==> config.mk <==
export PLATFORM = sky130hd
export DESIGN_NAME = bcduc_counter
export DESIGN_NICKNAME = d
export VERILOG_FILES = /design/src/include/bcduc_pkg.sv /design/src/bcduc_sync.sv /design/src/bcduc_counter.sv
export SDC_FILE = /design/constraint.sdc
export NUM_CORES = 1
export LEC_CHECK = 0
export BUFFER_PORTS_ARGS = -buffer_cell sky130_fd_sc_hd__buf_2
export CORE_MARGIN = 1.5
export CORE_UTILIZATION = 50
export CTS_CLUSTER_DIAMETER = 40
export CTS_CLUSTER_SIZE = 12
export DETAILED_ROUTE_END_ITERATION = 10
export GPL_TIMING_DRIVEN = 0
export PLACE_DENSITY = 0.77
export SETUP_SLACK_MARGIN = 0.3
export SYNTH_ARGS = -nofsm -noshare
export SYNTH_HDL_FRONTEND = slang
export SYNTH_SLANG_ARGS = --single-unit
==> constraint.sdc <==
create_clock -name sys_clk -period 1.9 [get_ports sys_clk]
set_input_delay 0.38 -clock sys_clk [delete_from_list [all_inputs] [get_ports sys_clk]]
set_output_delay 0.38 -clock sys_clk [all_outputs]
set_load 0.02 [all_outputs]
==> src/include/bcduc_pkg.sv <==
package bcduc_pkg;
   // Width of the count.
   localparam int COUNT_W = 4;
   // Terminal counts of the two variants.
   localparam logic [3:0] DECADE_MAX = 4'h9;
   localparam logic [3:0] BINARY_MAX = 4'hf;
   localparam logic [3:0] COUNT_ZERO = 4'h0;
   // Reset value of the count.
   localparam logic [3:0] COUNT_RST  = 4'h0;

   // Raw pin inputs of the counter.
   typedef struct packed {
      logic       up_clk;
      logic       down_clk;
      logic       clear;
      logic       load_n;
      logic [3:0] preset;
   } bcduc_pins_t;
endpackage

==> src/bcduc_sync.sv <==
`timescale 1ns/1ns
module bcduc_sync #(
   parameter int           W    = 8,
   parameter logic [W-1:0] INIT = '0
) (
   // Clock and reset.
   input  wire logic         sys_clk,
   input  wire logic         rst,
   // Raw and synchronised levels.
   input  wire logic [W-1:0] async_in,
   output logic      [W-1:0] sync_out
);
   logic [W-1:0] stage1;

   // Two flip-flops per bit; stage1 is read only by the second stage.
   // Both stages reset to the idle level of the pins, so the logic behind
   // sees no false edge or load when reset is released.
   always_ff @(posedge sys_clk or posedge rst) begin
      if (rst) begin
         stage1   <= INIT;
         sync_out <= INIT;
      end else begin
         stage1   <= async_in;
         sync_out <= stage1;
      end
   end
endmodule // bcduc_sync

==> src/bcduc_counter.sv <==
// Operation
// - Holds a four-bit count, decade or binary depending on variant.
// - Without clear or load, count changes only on a rising edge of either count clock.
// - Up clock rising while down clock high adds exactly one.
// - Down clock rising while up clock high, and not rising in the same cycle, subtracts exactly one.
// - Clear forces count to zero, blocks load, ignores both clocks.
// - Load low without clear copies preset inputs regardless of clocks.
// - Carry and borrow outputs rest high, low only at terminal count.
// - At maximum count carry follows the up clock while it is low.
// - At zero count borrow follows the down clock while it is low.
// - Decade variant terminal state nine makes carry copy the up clock.
// - Carry and borrow may clock the next stage; cascades ripple.
// - A clock low through clear or load counts on its next rise.
`timescale 1ns/1ns
module bcduc_counter #(
   parameter bit DECADE = 1'b1
) (
   // Clock and reset.
   input  wire logic       sys_clk,
   input  wire logic       rst,
   // Count clocks, clear and load pins.
   input  wire logic       up_count_clock,
   input  wire logic       down_count_clock,
   input  wire logic       master_clear,
   input  wire logic       load_strobe_n,
   input  wire logic [3:0] preset_inputs,
   // Count and cascade outputs.
   output logic      [3:0] count_outputs,
   output logic            carry_out_n,
   output logic            borrow_out_n
);
   localparam logic [3:0] MAX_CNT =
      DECADE ? bcduc_pkg::DECADE_MAX : bcduc_pkg::BINARY_MAX;

   // Idle pin levels: both clocks high, no clear, no load, preset zero.
   localparam bcduc_pkg::bcduc_pins_t PINS_IDLE = '{up_clk: 1'b1,
      down_clk: 1'b1, clear: 1'b0, load_n: 1'b1,
      preset: bcduc_pkg::COUNT_RST};

   bcduc_pkg::bcduc_pins_t raw;
   bcduc_pkg::bcduc_pins_t pins;
   logic [3:0] count;
   logic [3:0] next_count;
   logic       up_prev;
   logic       down_prev;
   logic       next_carry_n;
   logic       next_borrow_n;
   logic       up_rise;
   logic       down_rise;

   // Every pin crosses into the clock domain before any logic reads it.
   assign raw = '{up_clk: up_count_clock, down_clk: down_count_clock,
                  clear: master_clear, load_n: load_strobe_n,
                  preset: preset_inputs};

   bcduc_sync #(
      .W    ($bits(bcduc_pkg::bcduc_pins_t)),
      .INIT (PINS_IDLE)
   ) u_sync (
      .sys_clk  (sys_clk),
      .rst      (rst),
      .async_in (raw),
      .sync_out (pins)
   );

   // Edge detection on the synchronised clocks.
   assign up_rise   = pins.up_clk & ~up_prev;
   assign down_rise = pins.down_clk & ~down_prev;

   // Next count: clear, then load, then counting; the edge history keeps
   // tracking through clear and load so a low clock counts on its rise.
   always_comb begin
      next_count = count;
      if (pins.clear) begin
         next_count = bcduc_pkg::COUNT_ZERO;
      end else if (!pins.load_n) begin
         next_count = pins.preset;
      end else if (up_rise && pins.down_clk) begin
         if (count >= MAX_CNT) begin
            next_count = bcduc_pkg::COUNT_ZERO;
         end else begin
            next_count = count + 4'h1;
         end
      end else if (down_rise && pins.up_clk) begin
         if (count == bcduc_pkg::COUNT_ZERO || count > MAX_CNT) begin
            next_count = MAX_CNT;
         end else begin
            next_count = count - 4'h1;
         end
      end
   end

   // Terminal outputs copy the low phase of the clock; clear hides carry.
   // They lag the pin by the synchroniser and their own output register, which a ripple cascade tolerates.
   always_comb begin
      next_carry_n  = 1'b1;
      next_borrow_n = 1'b1;
      if (next_count == MAX_CNT && !pins.up_clk && !pins.clear) begin
         next_carry_n = 1'b0;
      end
      if (next_count == bcduc_pkg::COUNT_ZERO && !pins.down_clk) begin
         next_borrow_n = 1'b0;
      end
   end

   // State registers.
   always_ff @(posedge sys_clk or posedge rst) begin
      if (rst) begin
         count        <= bcduc_pkg::COUNT_RST;
         up_prev      <= 1'b1;
         down_prev    <= 1'b1;
         carry_out_n  <= 1'b1;
         borrow_out_n <= 1'b1;
      end else begin
         count        <= next_count;
         up_prev      <= pins.up_clk;
         down_prev    <= pins.down_clk;
         carry_out_n  <= next_carry_n;
         borrow_out_n <= next_borrow_n;
      end
   end

   assign count_outputs = count;
endmodule // bcduc_counter

# == Word level (Yosys, flattened, before mapping) ==
# Cells that the tools add are included.
# Widths: inputs -> output; s select.
# word_totals
regBits,24
in_bits,10
output_inout_bits,6
word_cells,35
# classes
addsub,2
n_lt_le_gt_ge,2
n_eq_ne,1
mux,8
bitwise,4
reduce_logical,11
# op_table
cell,count
$mux 4,6
$logic_not 4->1,2
$logic_and 1x1->1,5
$add 4x1->4 const B,1
$eq 4x4->1 const B,1
$ge 4x4->1 const B,1
$gt 4x4->1 const B,1
$sub 4x1->4 const B,1
$logic_not 1->1,3
$and 1x1->1,2
$mux 1,2
$not 1->1,2
$logic_or 1x1->1,1

# == Logic depth before layout (Yosys ltp) ==
# Gate-level depths: netlist (run 1).
# depth
ltp_word,11
mapped_depth,7
mapped_depth_nobuf,7

# == Hierarchy ==
# Synthesis (run 1) repeated with hierarchy kept, for this count alone.
# hier_totals
hier_cells,84
area_unflattened_um2,1032.2
# modules_own_cells
module,instances,cells_each,area_each_um2,seq_area_each_um2
bcduc_counter,1,67,620.6,205.2
bcduc_sync,1,17,411.6,407.9

# == Worst setup path before layout (run 1) ==
# OpenSTA, ideal clock, no wires.
# synth_timing
path_type,register -> register
from,"register count[0], in the netlist count_outputs[0]"
to,register carry_out_n
setup_time_ps,92
arrival_time_ps,1665
required_ps,1808
setup_slack_ps,142
path_stages_with_launch,8
n_path_buf,0
period_less_slack_ps,1758
path_cell_list,dfrtp_1 -> inv_1 -> ha_1 -> o21bai_1 -> nor4_1 -> o32ai_1 -> o21ai_1 -> nand4bb_1
# synth_via
elab_chain_len,11
word_cells_on_any_way,16
classes_between,add/sub (2); order compare (2); eq/ne (1); mux (7); reduce/logical (4)
# synth_lines
item,line_no,source
from (decl),bcduc_counter.sv:42,logic [3:0] count;
from (signal assigned),bcduc_counter.sv:109,count <= bcduc_pkg::COUNT_RST;
from (signal assigned),bcduc_counter.sv:115,count <= next_count;
$gt 4x4->1 or $logic_not 4->1 (tied branches),bcduc_counter.sv:85,if (count == bcduc_pkg::COUNT_ZERO || count > MAX_CNT) begin
$logic_or 1x1->1,bcduc_counter.sv:85,
$mux 4,bcduc_counter.sv:85,
$mux 4,bcduc_counter.sv:84,end else if (down_rise && pins.up_clk) begin
$mux 4 *,bcduc_counter.sv:78,end else if (up_rise && pins.down_clk) begin
$mux 4 *,bcduc_counter.sv:76,end else if (!pins.load_n) begin
$mux 4 *,bcduc_counter.sv:74,if (pins.clear) begin
$eq 4x4->1 *,bcduc_counter.sv:98,if (next_count == MAX_CNT && !pins.up_clk && !pins.clear) begin
$logic_and 1x1->1 * (2 in series),bcduc_counter.sv:98,
$mux 1 *,bcduc_counter.sv:98,
via next_carry_n,bcduc_counter.sv:46,logic next_carry_n;
to (signal assigned),bcduc_counter.sv:118,carry_out_n <= next_carry_n;
to (decl),bcduc_counter.sv:29,"output logic carry_out_n,"
# Mark *: on every way through the listed nets, which the timed path passes. The rest lies on a longest branch.

# == Worst setup path after layout (run 1) ==
# Ends and elaborated chain as after synthesis.

==> results of run 1 <==
[state kept, by name, indices dropped and copies added (netlist names)]
register	count
up_prev	1
borrow_out_n	1
carry_out_n	1
count_outputs	4
down_prev	1
u_sync.sync_out	8
u_sync.stage1	8
[repair_timing]
item                                    CTS  global route
gates resized for setup                   5             6
endpoints found under the setup margin    4             6
buffers inserted                          4             1
pin swaps                                 3             4
cloned                                    0             0
[cells in the mapped netlist (2+ instances only)]
| master | number | area [um^2] |
|---|---|---|
| nand3b_1 | 2 | 15.01 |
| a211oi_1 | 2 | 15.01 |
| dfstp_2 | 10 | 262.8 |
| o21bai_1 | 2 | 15.01 |
| ha_1 | 4 | 50.05 |
| nand4bb_1 | 2 | 22.52 |
| or2_2 | 2 | 12.51 |
| and3b_2 | 2 | 20.02 |
| nor3b_1 | 3 | 22.52 |
| o21ai_1 | 2 | 10.01 |
| inv_1 | 6 | 22.52 |
| dfrtp_1 | 14 | 350.3 |
| o21ai_0 | 4 | 20.02 |
| a21oi_1 | 2 | 10.01 |
| nor2_1 | 5 | 18.77 |
| a21o_1 | 2 | 15.01 |
| nand2b_1 | 2 | 12.51 |
[through the flow]
| stage | cells | total power (uW) |
|---|---|---|
| 6_report | 134 | 961.7 |
| 3_5_place_dp | 125 | 730.9 |
| 4_1_cts | 133 | 959.3 |
| 3_3_place_gp | 125 | 725.4 |
| 2_1_floorplan | 83 | 686.3 |
| 5_1_grt | 134 | 1019 |
[metal layers]
layer	part of all wire, %	up-vias	GRT usage (%)
met1	37	360	15.86
met3	2.7	4	2.469
met4	1.3	0	8.095
met2	58	16	33.80
met5	0	-	0
li1	-	344	-
[area by class of cell]
class / count / area (um^2)
Clock buffer: 4 / 26.28
Tap cell: 27 / 33.78
Sequential cell: 24 / 615.6
Timing Repair Buffer: 20 / 112.6
Multi-Input combinational cell: 51 / 442.9
Buffer: 2 / 17.52
Inverter: 6 / 25.02
Fill cell: 164 / 668.1
[report_power, final]
| group | internal (uW) | switching (uW) |
|---|---|---|
| clock network | 81.5 | 121 |
| registers | 548 | 21.9 |
| logic | 89.3 | 99.2 |
| total | 719 | 242 |
[worst max path at each step]
stage                                  from               endpoint  cells after the start
6_report         count_outputs[0]$_DFF_PP0_  carry_out_n$_DFF_PP1_                      7
5_1_grt          count_outputs[0]$_DFF_PP0_  carry_out_n$_DFF_PP1_                      7
4_1_cts        u_sync.sync_out[7]$_DFF_PP1_  carry_out_n$_DFF_PP1_                      5
3_5_place_dp     count_outputs[0]$_DFF_PP0_  carry_out_n$_DFF_PP1_                      6
3_3_place_gp     count_outputs[0]$_DFF_PP0_  carry_out_n$_DFF_PP1_                      6
2_1_floorplan    count_outputs[0]$_DFF_PP0_  carry_out_n$_DFF_PP1_                      7
[worst max-delay path, stage by stage, from the launching register on]
cell       delay, ns
dfrtp_2         0.47
inv_2           0.10
ha_4            0.21
nand4bb_1       0.20
a211o_1         0.27
a211oi_2        0.24
a211oi_2        0.07
nand4bb_1       0.13
[logic make-up after synthesis]
family                   count (synthesis)
AND/OR/NAND/NOR                         24
flip-flops                              24
AO/OA/AOI/OAI                           22
buffers and inverters                    8
adder cells (fa/ha/maj)                  4
XOR/XNOR                                 1
==> results.sh, run 1 <==
export IMPL_drc=0
export IMPL_status="completed"
export IMPL_place_area_um2=1160
export IMPL_synth_seq_cells=24
export IMPL_synth_edf_count=0
export IMPL_die_y_um=48.36
export IMPL_post_route_period_util_pct=91.60
export IMPL_min_period_ns=1.740
export IMPL_fin_nets=122
export IMPL_ant_nets=0
export IMPL_rsz0062_at_grt="yes"
export IMPL_antenna_cells=0
export IMPL_finalHoldViolations=0
export IMPL_clk_pin_slew_ns=0.11
export IMPL_die_width_um=48.36
export IMPL_cp_arrival_ns=1.97
export IMPL_setup_ws_ns=0.1595
export IMPL_fin_setup_tns_ns=0
export IMPL_synth_cells=83
export IMPL_first_pass_iters=4
export IMPL_worst_slew_pin_slew_ns=0.8125
export IMPL_path_class="register to register"
export IMPL_clkSinkCount=24
export IMPL_clock_path_buffers=2
export IMPL_grt_pass1_vias=707
export IMPL_crit_fanout=5
export IMPL_final_cell_area_um2=1274
export IMPL_coreArea_um2=1942
export IMPL_ys_flop_type="dfrtp_1"
export IMPL_min_from="load_strobe_n"
export IMPL_synth_area_um2=1028
export IMPL_initial_core_util_pct=52.96
export IMPL_power_density_nw_per_um2=755.0
export IMPL_synth_async_reset_ratio_pct=100.0
export IMPL_muxShareOfSynthArea_pct=0
export IMPL_via_count=724
export IMPL_synth_simple_gate_area_share_pct=15.82
export IMPL_wl_per_cell_um=13.22
export IMPL_vias_per_cell=5.403
export IMPL_grt_total_usage_pct=16.61
export IMPL_seq_area_frac_synth_pct=59.61
export IMPL_required_ns=2.13
export IMPL_worstSetupEndpointType="register"
export IMPL_hold_class="primary input to register"
export IMPL_wirelength_um=1772
export IMPL_numCtsBuffers=3
export IMPL_r2r_end="carry_out_n$_DFF_PP1_"
export IMPL_grt_pass1_wl_um=2918
export IMPL_yosysUniqueCellTypes=34
export IMPL_ios=16
export IMPL_synth_compound_area_share_pct=14.96
export IMPL_antenna_found_initial=0
export IMPL_drv_cap=0
export IMPL_syn_to_final_growth_pct=23.84
export IMPL_drive_gt1_share_pct=51.40
export IMPL_worst_slew_margin_rel_pct=45.77
export IMPL_drt_iter0_drc=8
export IMPL_reg2reg_from="count_outputs[0]$_DFF_PP0_"
export IMPL_grt_max_degree=25
export IMPL_syn_nets=97
export IMPL_ys_warn_count=0
export IMPL_layout_commonest_cell="buf_2"
export IMPL_reg2reg_slack_ns=0.16
export IMPL_synth_xor_area_share_pct=0.8516
export IMPL_hold_end="u_sync.stage1[4]$_DFF_PP1_"
export IMPL_slew_viol_final=0
export IMPL_hold_depth=1
export IMPL_clock_latency_ns=0.29
export IMPL_num_rows=16
export IMPL_synth_top_family_by_area="simple AND/OR/NAND/NOR gates"
export IMPL_cts_tree="yes"
export IMPL_fin_skew_ns=0.006102
export IMPL_leakage_uw=0.0005535
export IMPL_cp_start_kind="register"
export IMPL_cts_hold_buf=0
export IMPL_ir_drop_mv=0.6416
export IMPL_timing_fmax_ghz=0.5746
export IMPL_final_cell_mix="15 x buf_2, 12 x dfrtp_1, 10 x dfstp_2, 5 x nor2_1, 5 x buf_4"
export IMPL_root_buffer="clkbuf_4"
export IMPL_gp_congestion=0.8616
export IMPL_htreeDepth=1
export IMPL_final_setup_viol_count=0
export IMPL_ff2ff_path_depth=7
export IMPL_dp_hpwl_um=1209
export IMPL_io_buffers=15
export IMPL_overflow=0
export IMPL_post_route_util_pct=65.59
export IMPL_die_area_um2=2338
export IMPL_synthAdderAreaFrac_pct=4.866
export IMPL_hold_ws_ns=0.1728
export IMPL_pre_cts_ws_ns=0.05525
export IMPL_syn_area_per_cell_um2=12.39
Note: power is estimated with default switching activity, not from simulation.
==> run 2: changes to the inputs <==
- GPL_ROUTABILITY_DRIVEN: not set -> 0
- GPL_TIMING_DRIVEN: 0 -> not set
==> run 2 against run 1 <==
Compared with the run above: utilization up 1.9 points; non-clock buffer count up 1; via count down 1.1%; first-iteration DRC count up 75%; highest routed layer unchanged.
==> results.sh, run 2 (synthesis results as in run 1) <==
export IMPL_cp_arrival_ns=1.93
export IMPL_clock_latency_ns=0.29
export IMPL_cp_slowest_stage_delay_ns=0.46
export IMPL_fin_setup_tns_ns=0
export IMPL_clkSinkCount=24
export IMPL_root_buffer="clkbuf_4"
export IMPL_htreeDepth=1
export IMPL_ios=16
export IMPL_initial_core_util_pct=52.96
export IMPL_grt_pass1_vias=749
export IMPL_ant_nets=0
export IMPL_drt_iter0_drc=14
export IMPL_fin_nets=123
export IMPL_via_count=716
export IMPL_cts_hold_buf=0
export IMPL_die_y_um=48.36
export IMPL_die_area_um2=2338
export IMPL_rsz0062_at_grt="yes"
export IMPL_antenna_found_initial=0
export IMPL_required_ns=2.14
export IMPL_worstSetupEndpointType="register"
export IMPL_cp_start_kind="register"
export IMPL_crit_fanout=4
export IMPL_min_period_ns=1.687
export IMPL_status="completed"
export IMPL_grt_pass1_wl_um=3243
export IMPL_worst_slew_margin_rel_pct=77.20
export IMPL_io_buffers=15
export IMPL_vias_per_cell=5.304
export IMPL_fin_skew_ns=0.001271
export IMPL_place_area_um2=1150
export IMPL_ir_drop_mv=0.6500
export IMPL_slew_viol_final=0
export IMPL_path_class="register to register"
export IMPL_timing_fmax_ghz=0.5929
export IMPL_grt_max_degree=25
export IMPL_final_setup_viol_count=0
export IMPL_numCtsBuffers=3
export IMPL_drv_cap=0
export IMPL_clk_pin_slew_ns=0.12
export IMPL_first_pass_iters=4
export IMPL_layout_commonest_cell="buf_2"
export IMPL_cts_tree="yes"
export IMPL_wirelength_um=1853
export IMPL_drc=0
export IMPL_clock_path_buffers=2
export IMPL_wl_per_cell_um=13.73
export IMPL_power_density_nw_per_um2=774.3
export IMPL_post_route_period_util_pct=88.77
export IMPL_finalHoldViolations=0
export IMPL_drive_gt1_share_pct=55.56
export IMPL_antenna_cells=0
export IMPL_nFillCells=149
export IMPL_die_width_um=48.36
export IMPL_cpMaxStageDelayCell="dfrtp_2"
export IMPL_leakage_uw=0.0005711
export IMPL_hold_class="primary input to asynchronous set/reset pin"
export IMPL_final_cell_mix="15 x buf_2, 12 x dfrtp_1, 10 x dfstp_2, 8 x buf_4, 5 x nor2_1"
export IMPL_num_rows=16
export IMPL_syn_to_final_growth_pct=27.49
export IMPL_dp_hpwl_um=1284
export IMPL_grt_total_usage_pct=18.07
export IMPL_coreArea_um2=1942
export IMPL_cp_cell_sequence="inv_2 -> ha_4 -> nand4bb_1 -> a211o_1 -> a211oi_2 -> a211oi_2 -> nand4bb_1"
export IMPL_ff2ff_path_depth=7
export IMPL_worst_slew_pin_slew_ns=0.3420
export IMPL_overflow=0
export IMPL_final_cell_area_um2=1311
==> run 2: per-layer routing <==
metal	wire length (um)	global-route usage, %	share of wire, %
met1	724	20.84	39
met2	1047	32.41	57
met3	57	3.704	3.1
met4	23	8.095	1.2
met5	0	0	0
==> run 2: through the flow <==
step	hold slack [ns]	cells	setup WS, ns	util (%)	power [uW]
floorplan	0.3312	83	0.2645	-	686.3
global placement	0.3323	124	0.2229	59.21	722.9
detailed placement	0.3397	124	0.1563	59.21	730.4
CTS	0.08395	134	0.1852	65.34	1007
global route	0.09619	135	0.1345	67.53	1079
finish	0.08856	135	0.2133	67.53	1015
==> run 2: layout make-up <==
| cell class | count | area [um^2] | share of cell area, % |
|---|---|---|---|
| clock buffers | 4 | 36.28 | 2.767 |
| inverters | 6 | 25.02 | 1.908 |
| multi-input cells | 51 | 465.4 | 35.50 |
| flip-flops and latches | 24 | 615.6 | 46.95 |
| well taps | 27 | 33.78 | 2.576 |
| repair buffers | 23 | 135.1 | 10.31 |
==> run 2: worst max-delay path: cells and delay by family, from the launching register on <==
kind                       cells  cell delay, ns
adders and majority gates      1            0.21
and+or+nand+nor                2            0.29
DFF                            1            0.46
buffers and inverters          1            0.10
AOI/OAI and AO/OA              3            0.56
==> run 2: what timing repair did <==
item                                    in CTS  in global routing
resized for setup                            7                  8
hold endpoints to repair                     0                  0
pin swaps                                    5                  8
setup buffers                                6                  1
endpoints found under the setup margin       5                  6
==> run 2: where the power goes <==
| group | switching [uW] | internal (uW) |
|---|---|---|
| Sequential | 24.4 | 548 |
| Combinational | 105 | 88.6 |
| Clock | 133 | 117 |
| Total | 262 | 754 |
==> run 2: worst paths after layout <==
path / from / end / slack, ns
setup reg to reg: count_outputs[0]$_DFF_PP0_ / carry_out_n$_DFF_PP1_ / 0.21
hold reg to reg: u_sync.stage1[4]$_DFF_PP1_ / u_sync.sync_out[4]$_DFF_PP1_ / 0.36
hold / removal: rst / u_sync.stage1[3]$_DFF_PP0_ / 0.09
max in group asynchronous: rst / carry_out_n$_DFF_PP1_ / 1.53
setup / recovery: count_outputs[0]$_DFF_PP0_ / carry_out_n$_DFF_PP1_ / 0.21
min in group sys_clk: up_count_clock / u_sync.stage1[7]$_DFF_PP1_ / 0.17
==> run 3: changes to the inputs <==
- CORE_UTILIZATION: 50 -> 45
- PLACE_DENSITY: 0.77 -> 0.71
- SETUP_SLACK_MARGIN: 0.3 -> 0.15
==> run 3 against run 2 <==
Compared with the run above: register-to-register slack got worse by 0.07 ns; critical path type unchanged; highest routed layer unchanged; largest cell class unchanged; final area shrank 3.1%; critical endpoint unchanged; fmax fell by 3.9%; global-route usage fell by 1.3 points; setup slack worse by 0.068 ns; die area grew 10%; sequential share of layout area up 1.4 points; sequential power about the same.
==> results.sh, run 3 (synthesis results as in run 1) <==
export IMPL_drt_iter0_drc=11
export IMPL_die_width_um=50.81
export IMPL_reg2reg_from="count_outputs[0]$_DFF_PP0_"
export IMPL_sw_frac_of_total_pct=27.10
export IMPL_hold_ws_ns=0.003348
export IMPL_finalHoldViolations=0
export IMPL_ff2ff_path_depth=7
export IMPL_slew_viol_final=0
export IMPL_cp_start_kind="register"
export IMPL_clock_path_buffers=2
export IMPL_hold_class="primary input to asynchronous set/reset pin"
export IMPL_cts_hold_buf=0
export IMPL_power_density_nw_per_um2=777.5
export IMPL_min_period_ns=1.754
export IMPL_p_seq_share_pct=58.1
export IMPL_initial_core_util_pct=46.94
export IMPL_required_ns=2.15
export IMPL_via_count=728
export IMPL_grt_pass1_wl_um=3084
export IMPL_crit_path_start="count_outputs[0]$_DFF_PP0_"
export IMPL_grt_max_degree=16
export IMPL_dp_hpwl_um=1362
export IMPL_wl_per_cell_um=15.09
export IMPL_grt_pass1_vias=711
export IMPL_layout_commonest_cell="buf_2"
export IMPL_crit_fanout=5
export IMPL_ant_nets=0
export IMPL_grt_total_usage_pct=16.81
export IMPL_cts_tree="yes"
export IMPL_status="completed"
export IMPL_clk_pin_slew_ns=0.12
export IMPL_fin_setup_tns_ns=0
export IMPL_die_area_um2=2581
export IMPL_syn_to_final_growth_pct=23.60
export IMPL_worst_slew_pin_slew_ns=0.3890
export IMPL_post_route_period_util_pct=92.34
export IMPL_drive_gt1_share_pct=50.94
export IMPL_r2r_end="carry_out_n$_DFF_PP1_"
export IMPL_coreArea_um2=2191
export IMPL_vias_per_cell=5.433
export IMPL_path_class="register to register"
export IMPL_drc=0
export IMPL_clockPowerShare_pct=22.8
export IMPL_clkSinkCount=24
export IMPL_pre_cts_ws_ns=0.05742
export IMPL_numCtsBuffers=3
export IMPL_drv_cap=0
export IMPL_ios=16
export IMPL_fin_nets=121
export IMPL_overflow=0
export IMPL_reg2reg_slack_ns=0.15
export IMPL_setup_ws_ns=0.1455
export IMPL_antenna_found_initial=0
export IMPL_cp_arrival_ns=2.01
export IMPL_die_y_um=50.81
export IMPL_clock_latency_ns=0.31
export IMPL_worstSetupEndpointType="register"
export IMPL_worst_slew_margin_rel_pct=74.06
export IMPL_htreeDepth=1
export IMPL_wirelength_um=2022
export IMPL_fin_skew_ns=0.007880
export IMPL_internal_power_uw=720.5
export IMPL_num_rows=17
export IMPL_cp_endpoint="carry_out_n$_DFF_PP1_"
export IMPL_switching_power_uw=267.9
export IMPL_final_setup_viol_count=0
export IMPL_first_pass_iters=6
export IMPL_rsz0062_at_grt="yes"
export IMPL_io_buffers=15
export IMPL_root_buffer="clkbuf_4"
export IMPL_final_cell_mix="15 x buf_2, 13 x dfrtp_1, 10 x dfstp_2, 6 x buf_4, 5 x nor2_1"
export IMPL_combPwrFrac_pct=19.1
export IMPL_ir_drop_mv=0.5389
export IMPL_timing_fmax_ghz=0.5700
export IMPL_leakage_uw=0.0005537
export IMPL_antenna_cells=0
[run 3: cell count changes in the layout (fill, tap and decap cells not counted), sizes merged]
cell	before	now
buf	23	21
[run 3: critical path: stages, from the launching register on]
cell       delay (ns)
dfrtp_2          0.47
inv_2            0.09
ha_4             0.20
nand4bb_1        0.17
a211o_1          0.30
a211oi_2         0.27
a211oi_2         0.08
nand4bb_1        0.11
[run 3: power by group through the flow]
stage	clock network (uW)	logic (uW)	registers, uW
CTS	234	157	572
global route	254	203	580
global placement	0	132	581
finish	226	188	574
floorplan	0	92.8	585
detailed placement	0	136	584
[run 3: worst min path at each step]
stage | startpoint | slack [ns] | cells after the start | to
5_1_grt | rst | 0.05 | 2 | u_sync.stage1[0]$_DFF_PP0_
3_3_place_gp | u_sync.stage1[1]$_DFF_PP0_ | 0.33 | 0 | u_sync.sync_out[1]$_DFF_PP0_
6_report | rst | 0.003 | 2 | u_sync.stage1[0]$_DFF_PP0_
2_1_floorplan | u_sync.stage1[0]$_DFF_PP0_ | 0.33 | 0 | u_sync.sync_out[0]$_DFF_PP0_
4_1_cts | rst | 0.01 | 2 | u_sync.stage1[0]$_DFF_PP0_
3_5_place_dp | u_sync.stage1[2]$_DFF_PP0_ | 0.33 | 0 | u_sync.sync_out[2]$_DFF_PP0_
[run 3: layer usage]
layer / GRT usage [%] / vias up / routed length [um]
li1: - / 344 / -
met4: 12.61 / 0 / 66
met2: 29.39 / 19 / 1123
met5: 0 / - / 0
met1: 18.07 / 358 / 783
met3: 2.679 / 7 / 49
[run 3: area by class of cell]
| type | instances | area (um^2) |
|---|---|---|
| multi-input cells | 51 | 452.9 |
| well taps | 28 | 35.03 |
| repair buffers | 21 | 120.1 |
| inverters | 6 | 22.52 |
| clock buffers | 4 | 26.28 |
| fillers | 186 | 919.6 |
| flip-flops and latches | 24 | 614.3 |
[run 3: through the flow]
| step | cell area, um^2 | instances | power [uW] | utilization, % |
|---|---|---|---|---|
| finish | 1271 | 134 | 988.4 | 58.02 |
| global route | 1271 | 134 | 1036 | 58.02 |
| CTS | 1204 | 132 | 962.5 | 54.94 |
| detailed placement | 1130 | 125 | 720.1 | 51.57 |
| global placement | 1130 | 125 | 712.8 | 51.57 |
| floorplan | 1030 | 83 | 677.8 | - |
[run 3: timing repair]
item,CTS,global route
resized for setup,4,12
setup endpoints to repair,3,4
pin swaps,1,8
setup buffers,3,2
